### src/rtl/wdog_params.svh
// Purpose: offsets, field positions, reset values and keys of the watchdog
// Assumes: included by its bare name from every design file that needs it
// Notes: definitions only
`ifndef WDOG_PARAMS_SVH
`define WDOG_PARAMS_SVH

// ****************************************************************
// register byte offsets on the bus
// ****************************************************************
`define OFS_CONTROL_HOLDING 8'h00
`define OFS_RELOAD_HOLDING 8'h04
`define OFS_FEED_FIRST 8'h08
`define OFS_FEED_SECOND 8'h0C
`define OFS_INTERRUPT_ENABLE 8'h10
`define OFS_STATUS 8'h14
`define OFS_USER_CONFIG 8'h18

// ****************************************************************
// control holding register fields
// ****************************************************************
`define CTRL_TAP_MSB 7
`define CTRL_TAP_LSB 5
`define CTRL_RUN_BIT 2
`define CTRL_FLAG_BIT 1
`define CTRL_CLKSEL_BIT 0
`define CTRL_RESET_VALUE 8'hE5
`define CTRL_WRITE_MASK 8'hE5
`define CTRL_SAFETY_FORCE 8'h05

// ****************************************************************
// other fields and values
// ****************************************************************
`define RELOAD_RESET_VALUE 8'hFF
`define CFG_RESET_EN_BIT 7
`define CFG_SAFETY_BIT 4
`define IEN_GLOBAL_BIT 7
`define IEN_TIMER_BIT 6
`define IEN_WRITE_MASK 8'hC0
`define IEN_RESET_VALUE 8'h00
`define FEED_FIRST_KEY 8'hA5
`define FEED_SECOND_KEY 8'h5A
`define PRESCALE_BASE_ONE 13'h0020

`endif

### src/rtl/wdog_pkg.sv
// Purpose: types shared by the watchdog design files
// Assumes: nothing
// Notes: every state of a module is one packed struct
package wdog_pkg;

    typedef enum logic [1:0] {
        FEED_IDLE,
        FEED_ARMED,
        FEED_CTRL_PEND
    } feed_state_e;

    typedef enum logic [2:0] {
        SEL_CONTROL,
        SEL_RELOAD,
        SEL_FEED_FIRST,
        SEL_FEED_SECOND,
        SEL_IEN,
        SEL_STATUS,
        SEL_CONFIG,
        SEL_NONE
    } reg_sel_e;

    typedef struct packed {
        logic [2:0] osc_sync;
        logic osc_level;
        logic pclk_phase;
        logic sel_cur;
        logic tick;
    } clk_src_s;

    typedef struct packed {
        logic [12:0] prescaler;
        logic [7:0] count;
        logic underflow;
    } counter_s;

    typedef struct packed {
        logic cfg_loaded;
        logic [7:0] user_config_byte;
        logic [7:0] wdog_control_holding;
        logic [7:0] control_active;
        logic [7:0] reload_holding;
        logic [7:0] reload_fed;
        logic overflow_flag;
        logic [7:0] interrupt_enable_reg;
        feed_state_e feed;
        logic control_once;
        logic reload_once;
        logic load;
        logic rst_active;
        logic rst_ticked;
        logic rst_cause;
        logic [2:0] stable_sync;
        logic stable_level;
        logic osc_restart;
        logic irq;
        logic [31:0] prdata;
        logic pslverr;
    } wdog_state_s;

endpackage

### src/rtl/wdog_count_if.sv
// Purpose: carries the counter controls between the top and the counter
// Assumes: one clock domain
// Notes: ctl side drives, cnt side answers
`timescale 1ns/1ps
`default_nettype none
interface wdog_count_if;
    logic tick;
    logic run;
    logic [2:0] tap;
    logic load;
    logic [7:0] load_val;
    logic [7:0] count;
    logic underflow;
    modport ctl (output tick, run, tap, load, load_val,
        input count, underflow);
    modport cnt (input tick, run, tap, load, load_val,
        output count, underflow);
endinterface
`default_nettype wire

### src/rtl/wdog_clock_src.sv
// Purpose: picks the watchdog count clock as a one-cycle tick
// Assumes: oscillator pin is asynchronous to mclk_i
// Notes: peripheral clock is mclk_i divided by two
`timescale 1ns/1ps
`default_nettype none
module wdog_clock_src
    import wdog_pkg::*;
(
    input wire logic mclk_i,
    input wire logic rst_n_i,
    input wire logic wdosc_i,
    input wire logic sel_i,
    input wire logic gate_i,
    output logic tick_o,
    output logic sel_active_o
);
    clk_src_s st;
    clk_src_s next;
    logic osc_rise;
    logic pclk_tick;

    // ****************************************************************
    // next state
    // ****************************************************************
    always_comb begin
        next = st;
        next.osc_sync = {st.osc_sync[1:0], wdosc_i};
        // change accepted only once the second and third stages agree
        if (st.osc_sync[1] == st.osc_sync[2]) begin
            next.osc_level = st.osc_sync[2];
        end
        osc_rise = next.osc_level & ~st.osc_level;
        next.pclk_phase = ~st.pclk_phase;
        // peripheral clock stops in power-down except while a watchdog reset is active, oscillator keeps going
        pclk_tick = st.pclk_phase & ~gate_i;
        // switch only on an edge of the new source: glitch-free, delayed
        if (sel_i != st.sel_cur) begin
            if (sel_i ? osc_rise : pclk_tick) begin
                next.sel_cur = sel_i;
            end
        end
        next.tick = st.sel_cur ? osc_rise : pclk_tick;
    end

    always_ff @(posedge mclk_i or negedge rst_n_i) begin
        if (!rst_n_i) begin
            st <= '{osc_sync: 3'h0, osc_level: 1'b0, pclk_phase: 1'b0,
                sel_cur: 1'b1, tick: 1'b0};
        end else begin
            st <= next;
        end
    end

    assign tick_o = st.tick;
    assign sel_active_o = st.sel_cur;
endmodule
`default_nettype wire

### src/rtl/wdog_down_counter.sv
// Purpose: 13-bit prescaler and 8-bit down counter
// Assumes: tick is a one-cycle enable of the chosen count clock
// Notes: load wins over counting in the same cycle
`timescale 1ns/1ps
`default_nettype none
`include "wdog_params.svh"
module wdog_down_counter
    import wdog_pkg::*;
(
    input wire logic mclk_i,
    input wire logic rst_n_i,
    wdog_count_if.cnt cnt_if
);
    counter_s st;
    counter_s next;

    function automatic logic tap_hit(input logic [12:0] pre,
        input logic [2:0] tap);
        logic [12:0] mask;
        mask = (`PRESCALE_BASE_ONE << tap) - 13'h0001;
        return (pre & mask) == mask;
    endfunction

    // ****************************************************************
    // next state
    // ****************************************************************
    always_comb begin
        next = st;
        next.underflow = 1'b0;
        if (cnt_if.load) begin
            next.prescaler = 13'h0000;
            next.count = cnt_if.load_val;
        end else if (cnt_if.run && cnt_if.tick) begin
            next.prescaler = st.prescaler + 13'h0001;
            // period of the tap is 2 to the power of 5 plus select
            if (tap_hit(st.prescaler, cnt_if.tap)) begin
                if (st.count == 8'h00) begin
                    next.underflow = 1'b1;
                    next.count = cnt_if.load_val;
                end else begin
                    next.count = st.count - 8'h01;
                end
            end
        end
    end

    always_ff @(posedge mclk_i or negedge rst_n_i) begin
        if (!rst_n_i) begin
            st <= '{prescaler: 13'h0000, count: `RELOAD_RESET_VALUE,
                underflow: 1'b0};
        end else begin
            st <= next;
        end
    end

    assign cnt_if.count = st.count;
    assign cnt_if.underflow = st.underflow;
endmodule
`default_nettype wire

### src/rtl/wdog_timer.sv
// Purpose: watchdog timer with feed sequence, APB register slave
// Assumes: rst_n_i is the power-on reset only
// Notes: zero-wait APB; other chip resets arrive on other_reset_i
//
// Overview of operation
// - underflow with reset enabled asserts the watchdog reset
// - watchdog state cleared only by power-on reset
// - config bit 7 lets underflow reset the device
// - timer runs after any reset whatever the config
// - control bit 2 starts and stops the timer, set after reset
// - without reset, underflow raises interrupt through enable bits 6 and 7
// - reset-enable clear disables reset and ignores safety bit
// - reset on, safety off: software picks clock source
// - reset and safety on force oscillator, run, single writes
// - 13-bit prescaler tap decrements an 8-bit down counter
// - clock select picks source, change takes effect later
// - with reset on, holding values act only after a feed
// - watchdog reset lasts at least one watchdog clock
// - in power-down, reset restarts oscillator, waits until stable
// - feed copies control and reload holding into active copies
// - reads between feed writes allowed, other writes break it
// - wrong feed values or order cause an immediate reset
// - control write not followed at once by feed causes reset
// - timeout is 2^(5+tap) times (reload+1) plus one clocks
// - top three control bits select prescaler tap 0 to 7
// - timer mode copies control every cycle, reload needs feed
//
// The implementer's own choices: the APB register port and the register addresses.
`timescale 1ns/1ps
`default_nettype none
`include "wdog_params.svh"
module wdog_timer
    import wdog_pkg::*;
(
    input wire logic mclk_i,
    input wire logic rst_n_i,
    input wire logic [7:0] paddr_i,
    input wire logic psel_i,
    input wire logic penable_i,
    input wire logic pwrite_i,
    input wire logic [31:0] pwdata_i,
    output logic [31:0] prdata_o,
    output logic pready_o,
    output logic pslverr_o,
    input wire logic [7:0] user_config_i,
    input wire logic wdosc_i,
    input wire logic other_sfr_write_i,
    input wire logic other_reset_i,
    input wire logic power_down_i,
    input wire logic osc_stable_i,
    output logic wdog_reset_o,
    output logic osc_restart_o,
    output logic timer_irq_o
);
    wdog_state_s st;
    wdog_state_s next;
    // counter controls travel as one bundle
    wdog_count_if cnt_if();
    logic src_tick;
    logic src_sel;
    logic wr;
    logic setup;
    reg_sel_e sel;
    logic [7:0] wdata;
    logic reset_on_underflow_en;
    logic safety_enable;
    logic fault;
    logic feed_done;
    logic release_rst;

    // one decode shared by the write and read paths
    function automatic reg_sel_e decode(input logic [7:0] addr);
        reg_sel_e s;
        unique case (addr)
            `OFS_CONTROL_HOLDING: s = SEL_CONTROL;
            `OFS_RELOAD_HOLDING: s = SEL_RELOAD;
            `OFS_FEED_FIRST: s = SEL_FEED_FIRST;
            `OFS_FEED_SECOND: s = SEL_FEED_SECOND;
            `OFS_INTERRUPT_ENABLE: s = SEL_IEN;
            `OFS_STATUS: s = SEL_STATUS;
            `OFS_USER_CONFIG: s = SEL_CONFIG;
            default: s = SEL_NONE;
        endcase
        return s;
    endfunction

    // ****************************************************************
    // clock source and counter
    // ****************************************************************
    wdog_clock_src u_clock_src (
        .mclk_i(mclk_i),
        .rst_n_i(rst_n_i),
        .wdosc_i(wdosc_i),
        .sel_i(st.control_active[`CTRL_CLKSEL_BIT]),
        .gate_i(power_down_i & ~st.rst_active),
        .tick_o(src_tick),
        .sel_active_o(src_sel)
    );

    wdog_down_counter u_down_counter (
        .mclk_i(mclk_i),
        .rst_n_i(rst_n_i),
        .cnt_if(cnt_if)
    );

    assign cnt_if.tick = src_tick;
    assign cnt_if.run = st.control_active[`CTRL_RUN_BIT];
    assign cnt_if.tap = st.control_active[`CTRL_TAP_MSB:`CTRL_TAP_LSB];
    assign cnt_if.load = st.load;
    assign cnt_if.load_val = st.reload_fed;

    // ****************************************************************
    // next state
    // ****************************************************************
    always_comb begin
        next = st;
        wr = psel_i & penable_i & pwrite_i;
        setup = psel_i & ~penable_i;
        sel = decode(paddr_i);
        wdata = pwdata_i[7:0];
        fault = 1'b0;
        feed_done = 1'b0;
        release_rst = 1'b0;
        next.load = 1'b0;

        // non-volatile bits are caught once, after power-on release
        if (!st.cfg_loaded) begin
            next.user_config_byte = user_config_i;
            next.cfg_loaded = 1'b1;
        end
        reset_on_underflow_en = st.user_config_byte[`CFG_RESET_EN_BIT];
        // safety bit means nothing without reset enable
        safety_enable = reset_on_underflow_en &
            st.user_config_byte[`CFG_SAFETY_BIT];

        next.stable_sync = {st.stable_sync[1:0], osc_stable_i};
        if (st.stable_sync[1] == st.stable_sync[2]) begin
            next.stable_level = st.stable_sync[2];
        end

        // any outside register write splits a started sequence
        if (other_sfr_write_i && st.feed != FEED_IDLE) begin
            fault = 1'b1;
        end

        // writes commit at the access edge only
        if (wr) begin
            // only the expected next write may follow
            if (st.feed == FEED_ARMED && sel != SEL_FEED_SECOND) begin
                fault = 1'b1;
            end
            if (st.feed == FEED_CTRL_PEND && sel != SEL_FEED_FIRST) begin
                fault = 1'b1;
            end
            unique case (sel)
                SEL_CONTROL: begin
                    if (!(safety_enable && st.control_once)) begin
                        next.wdog_control_holding =
                            wdata & `CTRL_WRITE_MASK;
                        next.overflow_flag = wdata[`CTRL_FLAG_BIT];
                        next.control_once = st.control_once | safety_enable;
                    end
                    if (reset_on_underflow_en) begin
                        next.feed = FEED_CTRL_PEND;
                    end
                end
                SEL_RELOAD: begin
                    if (!(safety_enable && st.reload_once)) begin
                        next.reload_holding = wdata;
                        next.reload_once = st.reload_once | safety_enable;
                    end
                end
                SEL_FEED_FIRST: begin
                    if (wdata == `FEED_FIRST_KEY &&
                        st.feed != FEED_ARMED) begin
                        next.feed = FEED_ARMED;
                    end else begin
                        fault = 1'b1;
                    end
                end
                SEL_FEED_SECOND: begin
                    if (st.feed == FEED_ARMED &&
                        wdata == `FEED_SECOND_KEY) begin
                        feed_done = 1'b1;
                    end else begin
                        fault = 1'b1;
                    end
                end
                SEL_IEN: begin
                    next.interrupt_enable_reg = wdata & `IEN_WRITE_MASK;
                end
                SEL_STATUS: begin
                end
                SEL_CONFIG: begin
                end
                SEL_NONE: begin
                end
            endcase
        end

        if (fault || feed_done) begin
            next.feed = FEED_IDLE;
        end
        // a fault in the same cycle cancels the reload
        if (feed_done && !fault) begin
            next.reload_fed = st.reload_holding;
            next.load = 1'b1;
            if (reset_on_underflow_en) begin
                next.control_active = st.wdog_control_holding;
            end
        end
        // timer mode: holding acts at once, no feed
        if (!reset_on_underflow_en) begin
            next.control_active = next.wdog_control_holding;
        end

        // timeout flag: hardware set wins over a software clear
        if (cnt_if.underflow) begin
            next.overflow_flag = 1'b1;
        end

        // watchdog reset: further causes ignored while it is active
        if (reset_on_underflow_en && (fault || cnt_if.underflow) &&
            !st.rst_active) begin
            next.rst_active = 1'b1;
            next.rst_ticked = 1'b0;
            next.rst_cause = 1'b1;
        end
        if (st.rst_active) begin
            if (src_tick) begin
                next.rst_ticked = 1'b1;
            end
            // power-down: hold until the oscillator reports stable
            if (st.rst_ticked && (!power_down_i || st.stable_level)) begin
                next.rst_active = 1'b0;
                release_rst = 1'b1;
            end
        end
        // own and other resets are not power-on: only the run bit is restored and the feed sequence cleared
        if (release_rst || other_reset_i) begin
            next.wdog_control_holding[`CTRL_RUN_BIT] = 1'b1;
            next.control_active[`CTRL_RUN_BIT] = 1'b1;
            next.feed = FEED_IDLE;
        end
        // only wake the oscillator while the core sleeps
        next.osc_restart = next.rst_active & power_down_i;

        // forcing comes last so no path can undo it
        if (safety_enable) begin
            next.wdog_control_holding =
                next.wdog_control_holding | `CTRL_SAFETY_FORCE;
            next.control_active =
                next.control_active | `CTRL_SAFETY_FORCE;
        end

        // level irq, cleared through the flag
        next.irq = next.overflow_flag & ~reset_on_underflow_en &
            st.interrupt_enable_reg[`IEN_TIMER_BIT] &
            st.interrupt_enable_reg[`IEN_GLOBAL_BIT];

        // read data and error are settled in the setup phase
        if (setup) begin
            next.pslverr = (sel == SEL_NONE);
            unique case (sel)
                SEL_CONTROL: begin
                    next.prdata = {24'h000000, st.wdog_control_holding};
                    next.prdata[`CTRL_FLAG_BIT] = st.overflow_flag;
                end
                SEL_RELOAD: begin
                    next.prdata = {24'h000000, st.reload_holding};
                end
                SEL_IEN: begin
                    next.prdata = {24'h000000, st.interrupt_enable_reg};
                end
                // sticky cause, source and count for software
                SEL_STATUS: begin
                    next.prdata = {13'h0000, st.feed != FEED_IDLE,
                        st.rst_cause, src_sel, st.control_active,
                        cnt_if.count};
                end
                SEL_CONFIG: begin
                    next.prdata = {24'h000000, st.user_config_byte};
                end
                SEL_FEED_FIRST: begin
                    next.prdata = 32'h00000000;
                end
                SEL_FEED_SECOND: begin
                    next.prdata = 32'h00000000;
                end
                SEL_NONE: begin
                    next.prdata = 32'h00000000;
                end
            endcase
        end
    end

    // ****************************************************************
    // state register
    // ****************************************************************
    always_ff @(posedge mclk_i or negedge rst_n_i) begin
        if (!rst_n_i) begin
            st <= '{
                cfg_loaded: 1'b0,
                user_config_byte: 8'h00,
                wdog_control_holding: `CTRL_RESET_VALUE,
                control_active: `CTRL_RESET_VALUE,
                reload_holding: `RELOAD_RESET_VALUE,
                reload_fed: `RELOAD_RESET_VALUE,
                overflow_flag: 1'b0,
                interrupt_enable_reg: `IEN_RESET_VALUE,
                feed: FEED_IDLE,
                control_once: 1'b0,
                reload_once: 1'b0,
                load: 1'b0,
                rst_active: 1'b0,
                rst_ticked: 1'b0,
                rst_cause: 1'b0,
                stable_sync: 3'h0,
                stable_level: 1'b0,
                osc_restart: 1'b0,
                irq: 1'b0,
                prdata: 32'h00000000,
                pslverr: 1'b0
            };
        end else begin
            st <= next;
        end
    end

    // ****************************************************************
    // outputs
    // ****************************************************************
    // zero wait states: every access is one cycle
    assign pready_o = 1'b1;
    assign prdata_o = st.prdata;
    assign pslverr_o = st.pslverr;
    assign wdog_reset_o = st.rst_active;
    assign osc_restart_o = st.osc_restart;
    assign timer_irq_o = st.irq;
endmodule
`default_nettype wire

### config.mk
export PLATFORM = sky130hd
export DESIGN_NAME = wdog_timer
export DESIGN_NICKNAME = d
export VERILOG_FILES = /design/src/rtl/wdog_pkg.sv /design/src/rtl/wdog_count_if.sv /design/src/rtl/wdog_clock_src.sv /design/src/rtl/wdog_down_counter.sv /design/src/rtl/wdog_timer.sv
export VERILOG_INCLUDE_DIRS = /design/src /design/src/rtl
export SDC_FILE = /design/constraint.sdc
export NUM_CORES = 1
export LEC_CHECK = 0
export ABC_CLOCK_PERIOD_IN_PS = 2060
export BUFFER_PORTS_ARGS = -buffer_cell sky130_fd_sc_hd__buf_4
export CAP_MARGIN = 10
export CORE_MARGIN = 5
export CORE_UTILIZATION = 39
export CTS_BUF_LIST = sky130_fd_sc_hd__clkbuf_4 sky130_fd_sc_hd__clkbuf_8 sky130_fd_sc_hd__clkbuf_16
export CTS_CLUSTER_DIAMETER = 80
export DETAILED_ROUTE_END_ITERATION = 16
export GPL_TIMING_DRIVEN = 0
export SKIP_LAST_GASP = 1
export SYNTH_ARGS = -nofsm -noshare
export SYNTH_HDL_FRONTEND = slang
export SYNTH_SLANG_ARGS = --single-unit
export TNS_END_PERCENT = 100
### constraint.sdc
create_clock -name mclk_i -period 2.06 [get_ports mclk_i]
set_input_delay 0.103 -clock mclk_i [delete_from_list [all_inputs] [get_ports mclk_i]]
set_output_delay 0.103 -clock mclk_i [all_outputs]
set_load 0.03 [all_outputs]
==> results of run 1 <==
-- routing by layer --
metal	up-vias	track usage, %	share of wire (%)	wire length [um]
met5	-	0	0	0
li1	1981	-	-	-
met3	11	4.30	5.3	702
met2	133	25.7	46	6050
met1	1990	23.9	48	6360
met4	0	4.16	1.0	139
-- repair_timing --
action / in CTS / in global routing
hold buffers: 13 / 0
setup buffers: 4 / 6
endpoints found under the setup margin: 26 / 27
hold endpoints to repair: 39 / 0
pin swaps: 2 / 6
gates cloned: 0 / 0
gates resized for setup: 12 / 17
-- worst min-delay path by stage --
stage | start | to | depth (start not counted)
detailed placement | rst_n_i | st[35]$_DFFE_PN0N_ | 1
finish | pwdata_i[3] | st[67]$_DFFE_PN1P_ | 2
CTS | pwdata_i[3] | st[67]$_DFFE_PN1P_ | 2
floorplan | rst_n_i | cnt_if.load$_DFF_PN0_ | 0
global route | pwdata_i[3] | st[67]$_DFFE_PN1P_ | 2
global placement | wdosc_i | u_clock_src.next[5]$_DFF_PN0_ | 1
-- registers in the layout, indices dropped and copies added, names as in the netlist, 2 cells and up --
signal and count:
st 39, prdata_o 19, u_down_counter.st 12, cnt_if.load_val 8, u_down_counter.cnt_if.count 8, cnt_if.tap 3, u_clock_src.st 3, next 2
u_clock_src.next 2
-- kinds of logic after synthesis --
group / synth area share, %
compound gates: 14.1
other cells: 0.140
flops: 50.2
fa+ha+maj: 0.839
buf+inv: 7.92
xor+xnor: 1.79
simple gates: 16.2
mux: 8.74
-- per-stage QoR --
stage	area [um^2]	std cells	setup TNS (ps)
after floorplan	5420	517	-684
after global placement	6060	749	-12560
after detailed placement	6090	750	-12660
after CTS	6640	782	-40.0
after global routing	6760	787	-31.8
final	6760	787	0
-- cell type report --
cell class | count | area [um^2]
clock buffers | 11 | 253
well taps | 176 | 220
flip-flops and latches | 106 | 2700
fillers | 1226 | 6590
inverters | 17 | 63.8
multi-input cells | 339 | 2420
clock inverters | 5 | 82.6
plain buffers | 53 | 354
repair buffers | 80 | 666
-- cell usage in the layout, fill, tap and decap left out, types with 14 or more instances in the layout --
cell type / n
a21oi_1: 15
a22o_1: 17
buf_4: 100
clkbuf_1: 14
conb_1: 15
dfrtp_1: 69
dfstp_2: 35
inv_1: 16
mux2_2: 31
nand2_1: 37
nand3_1: 15
nor2_1: 33
o21ai_0: 21
-- where the power goes --
group | switching [mW] | internal, mW | leakage (nW)
sequential | 0.0835 | 2.18 | 1.28
combinational | 0.283 | 0.211 | 1.57
clock | 0.787 | 1.14 | 0.167
==> flow_metrics.py, run 1 <==
metrics = {
    "synth": {
        "synth_edf_count": 0,
        "ys.flop_type": "dfrtp_1",
        "synth_top_cell_area_share_pct": 33.1,
        "synth-async-reset-ratio_pct": 100,
        "synth_area_per_cell_um2": 10.7,
        "synth_top_cell_by_area": "dfrtp_1",
        "ys_ff_latch": 106,
        "synth_commonest_cells": "dfrtp_1, nand2_1, buf_4, dfstp_2, nor2_1",
        "yosysUniqueCellTypes": 65,
        "synth_cells": 504,
        "yosysMostFrequentCell": "dfrtp_1",
        "netlist_area_um2": 5370,
        "ys_warn_count": 0,
        "seq_area_frac_synth_pct": 50.2,
        "synthTopCellsByArea": "dfrtp_1, dfstp_2, mux2_2",
    },
    "floorplan": {
        "core_um2": 13300,
        "start_util_pct": 40.2,
        "io_pins": 95,
        "die_area_um2": 16200,
        "die_width_um": 127,
        "num_rows": 42,
        "fp.dieH_um": 127,
    },
    "clock_tree": {
        "cts_max_level": 3,
        "clockRootBuffer": "clkbuf_16",
        "cts.clk_slew.worst_paths_ps": 70,
        "numCtsBuffers": 9,
        "clk_latency_ps": 350,
        "cts_buffer_depth": 2,
        "cts_sinks": 106,
        "tritoncts": "built",
    },
    "sta": {
        "tightestPinTransition_ps": 759,
        "skew_ps": 5.58,
        "setup_ws_ps": 48.0,
        "timing.fmax_mhz": 497,
        "period_share_pct": 97.7,
        "hold_violations": 0,
        "finalCriticalPeriod_ps": 2010,
        "holdWs_ps": 21.3,
        "rsz0062_at_grt": "yes",
        "setup_violations": 0,
        "maxSlewViolCount": 0,
        "relSlewSlack_pct": 49.0,
    },
    "placement": {
        "routabilityCongestion": 0.789,
        "pre_cts_slack_ps": -583,
        "io_buffers": 56,
        "dp_hpwl_um": 9770,
    },
    "drt": {
        "drt_wl_total_um": 13200,
        "drt_first_pass_iters": 5,
        "postRouteAntennaNets": 0,
        "drt_iter0_markers": 248,
        "vias": 4115,
        "drc": 0,
        "wl_per_cell_um": 16.8,
        "vias_per_cell": 5.23,
    },
    "critical_path": {
        "worst_setup_path_end_kind": "flop",
        "required_ps": 2350,
        "path_depth": 7,
        "worstPathArrival_ps": 2300,
        "slowest_delay_ps": 550,
        "critPathLaunch": "paddr_i[1]",
        "crit_fanout": 5,
        "r2r-end": "u_down_counter.cnt_if.count[4]$_DFFE_PN1P_",
        "crit_end": "cnt_if.tap[1]$_DFFE_PN1P_",
        "slowest_stage": "or4_4",
        "critPathKind": "in2reg",
        "cp-start-kind": "input port",
        "r2r_cells": 6,
        "path_delay_family": "simple AND/OR/NAND/NOR gates",
        "path_cells": "buf_4 -> or4_4 -> or4_4 -> nor4_4 -> buf_6 -> mux2_2 -> mux2_2",
        "worst-path-buf-inv": 2,
        "ff2ff_setup_slack_ps": 80,
        "worstReg2RegStart": "cnt_if.tap[0]$_DFFE_PN1P_",
    },
    "global_route": {
        "grt_max_degree": 55,
        "antenna_found_initial": 0,
        "track_usage_pct": 16.8,
        "overflow": 0,
        "grt_pass1_wl_um": 21500,
        "grt_pass1_vias": 4086,
    },
    "power_and_ir_drop": {
        "p_per_area_nw_per_um2": 693,
        "p_leak_nw": 3.02,
        "power_mw": 4.69,
        "irDropWorstVdd_v": 0.000577,
    },
    "job": {
        "cap_violations": 0,
    },
    "final_layout": {
        "area_growth_pct": 26.0,
        "antennaDiodeCount": 0,
        "drive_above_1_share_pct": 36.0,
        "nets": 666,
        "post-route-util_pct": 50.7,
    },
    "worst_hold_path": {
        "hp-class": "in2reg",
    },
    "status": {
        "status": "finished clean",
    },
}
Note: power is estimated with default switching activity, not from simulation.
==> run 2: changes to the inputs <==
ABC_CLOCK_PERIOD_IN_PS = 2300   (was 2060)
clock period = 2.3 ns   (was 2.06 ns; I/O delays follow)
==> flow_metrics.py, run 2 (same netlist as run 1, synthesis figures left out) <==
metrics = {
    "drt": {
        "drc": 0,
        "drt_iter0_markers": 402,
        "postRouteAntennaNets": 0,
        "drt_wl_total_um": 13300,
        "wl_per_cell_um": 17.0,
        "vias_per_cell": 5.11,
        "vias": 3984,
        "drt_first_pass_iters": 4,
    },
    "final_layout": {
        "area_growth_pct": 21.8,
        "final_cell_mix": "buf_4, dfrtp_1, nand2_1",
        "drive_above_1_share_pct": 32.2,
        "seq_area_um2": 2700,
        "multi_input_area_um2": 2320,
        "antennaDiodeCount": 0,
        "final_cells": 779,
        "nets": 658,
        "post-route-util_pct": 49.0,
        "largest_reg_flops": 39,
        "largest_register": "st",
        "final_common_cell": "buf_4",
        "n_fill_cell": 1265,
    },
    "clock_tree": {
        "clockRootBuffer": "clkbuf_16",
        "cts_max_level": 3,
        "tritoncts": "built",
        "numCtsBuffers": 9,
        "cts.clk_slew.worst_paths_ps": 70,
        "cts_sinks": 106,
        "cts_buffer_depth": 2,
        "clk_latency_ps": 360,
    },
    "power_and_ir_drop": {
        "switching_share_pct": 25.8,
        "p_leak_nw": 2.91,
        "irDropWorstVdd_v": 0.000568,
        "p_clk_share_pct": 39.4,
        "p_per_area_nw_per_um2": 620,
        "power_mw": 4.06,
        "power_switching_mw": 1.05,
        "p_int_mw": 3.01,
        "power.share.combinational_pct": 10.5,
        "p_seq_share_pct": 50.1,
    },
    "critical_path": {
        "slowest_stage": "dfstp_2",
        "path_cells": "inv_1 -> ha_1 -> nor3b_2 -> and3_1 -> o21bai_1 -> or4_1 -> o211ai_1",
        "worstPathArrival_ps": 2470,
        "critPathKind": "reg2reg",
        "crit_fanout": 6,
        "ff2ff_setup_slack_ps": 100,
        "r2r-end": "u_down_counter.cnt_if.count[5]$_DFFE_PN1P_",
        "cp-start-kind": "flop",
        "r2r_cells": 7,
        "crit_end": "u_down_counter.cnt_if.count[5]$_DFFE_PN1P_",
        "worstReg2RegStart": "u_down_counter.cnt_if.count[0]$_DFFE_PN1P_",
        "required_ps": 2570,
        "slowest_delay_ps": 610,
        "worst_setup_path_end_kind": "flop",
        "critPathLaunch": "u_down_counter.cnt_if.count[0]$_DFFE_PN1P_",
    },
    "placement": {
        "dp_hpwl_um": 9810,
        "io_buffers": 56,
        "post-place-cells": 751,
        "pre_cts_slack_ps": -238,
        "routabilityCongestion": 0.822,
    },
    "sta": {
        "rsz0062_at_grt": "yes",
        "finalSetupTns_ps": 0,
        "hold_violations": 0,
        "maxSlewViolCount": 0,
        "relSlewSlack_pct": 22.8,
        "timing.fmax_mhz": 454,
        "skew_ps": 9.96,
        "setup_ws_ps": 99.4,
        "period_share_pct": 95.7,
        "tightestPinTransition_ps": 1150,
        "setup_violations": 0,
        "finalCriticalPeriod_ps": 2200,
    },
    "global_route": {
        "track_usage_pct": 16.9,
        "grt_pass1_wl_um": 21600,
        "grt_max_degree": 61,
        "overflow": 0,
        "antenna_found_initial": 0,
        "grt_pass1_vias": 3968,
    },
    "worst_hold_path": {
        "hp-class": "in2reg",
    },
    "status": {
        "status": "finished clean",
    },
    "floorplan": {
        "core_um2": 13300,
        "io_pins": 95,
        "die_width_um": 127,
        "fp.dieH_um": 127,
        "die_area_um2": 16200,
        "start_util_pct": 40.2,
        "num_rows": 42,
    },
    "job": {
        "cap_violations": 0,
    },
}
## run 2: area by class of cell
cell class / instances / area share, %
well taps: 176 / 3.37
clock buffers: 10 / 3.56
clock inverters: 6 / 1.13
plain buffers: 55 / 5.53
flip-flops and latches: 106 / 41.2
inverters: 17 / 0.976
multi-input cells: 339 / 35.5
repair buffers: 70 / 8.76
## run 2: through the flow
step	hold slack, ps	cell area [um^2]
finish	30.5	6540
global route	16.2	6540
CTS	14.3	6530
detailed placement	163	6090
global placement	225	6060
floorplan	-181	5420
## run 2: critical path: cells and delay by family, from the launching register on
kind	cells	cell delay [ps]
AO/OA/AOI/OAI	2	300
adder cells (fa/ha/maj)	1	210
buffers and inverters	1	80
flip-flops	1	610
AND/OR/NAND/NOR	3	930
## run 2: worst min path at each step
| stage | cells after the start | to | start |
|---|---|---|---|
| 3_5_place_dp | 1 | st[35]$_DFFE_PN0N_ | rst_n_i |
| 4_1_cts | 2 | st[65]$_DFFE_PN1P_ | pwdata_i[1] |
| 5_1_grt | 2 | st[65]$_DFFE_PN1P_ | pwdata_i[1] |
| 6_report | 2 | st[65]$_DFFE_PN1P_ | pwdata_i[1] |
| 3_3_place_gp | 1 | u_clock_src.next[5]$_DFF_PN0_ | wdosc_i |
| 2_1_floorplan | 0 | cnt_if.load$_DFF_PN0_ | rst_n_i |
## run 2: layer usage
| metal | track usage (%) | wire, um |
|---|---|---|
| met1 | 24.4 | 6390 |
| met2 | 26.0 | 6140 |
| met3 | 3.84 | 588 |
| met4 | 3.97 | 135 |
| met5 | 0 | 0 |
## run 2: what timing repair did
item                                    4_1_cts  5_1_grt
endpoints found under the hold margin        32        0
hold buffers                                 12        0
buffers inserted                              0        0
pin swaps                                     0        0
resized for setup                             2        3
endpoints found under the setup margin        5        7
## run 2: power groups by stage
stage | Sequential [mW] | Combinational (mW) | Clock, mW
5_1_grt | 2.04 | 0.479 | 1.71
2_1_floorplan | 2.05 | 0.247 | 0
3_3_place_gp | 2.06 | 0.392 | 0
4_1_cts | 2.03 | 0.430 | 1.64
6_report | 2.03 | 0.426 | 1.60
3_5_place_dp | 2.06 | 0.412 | 0
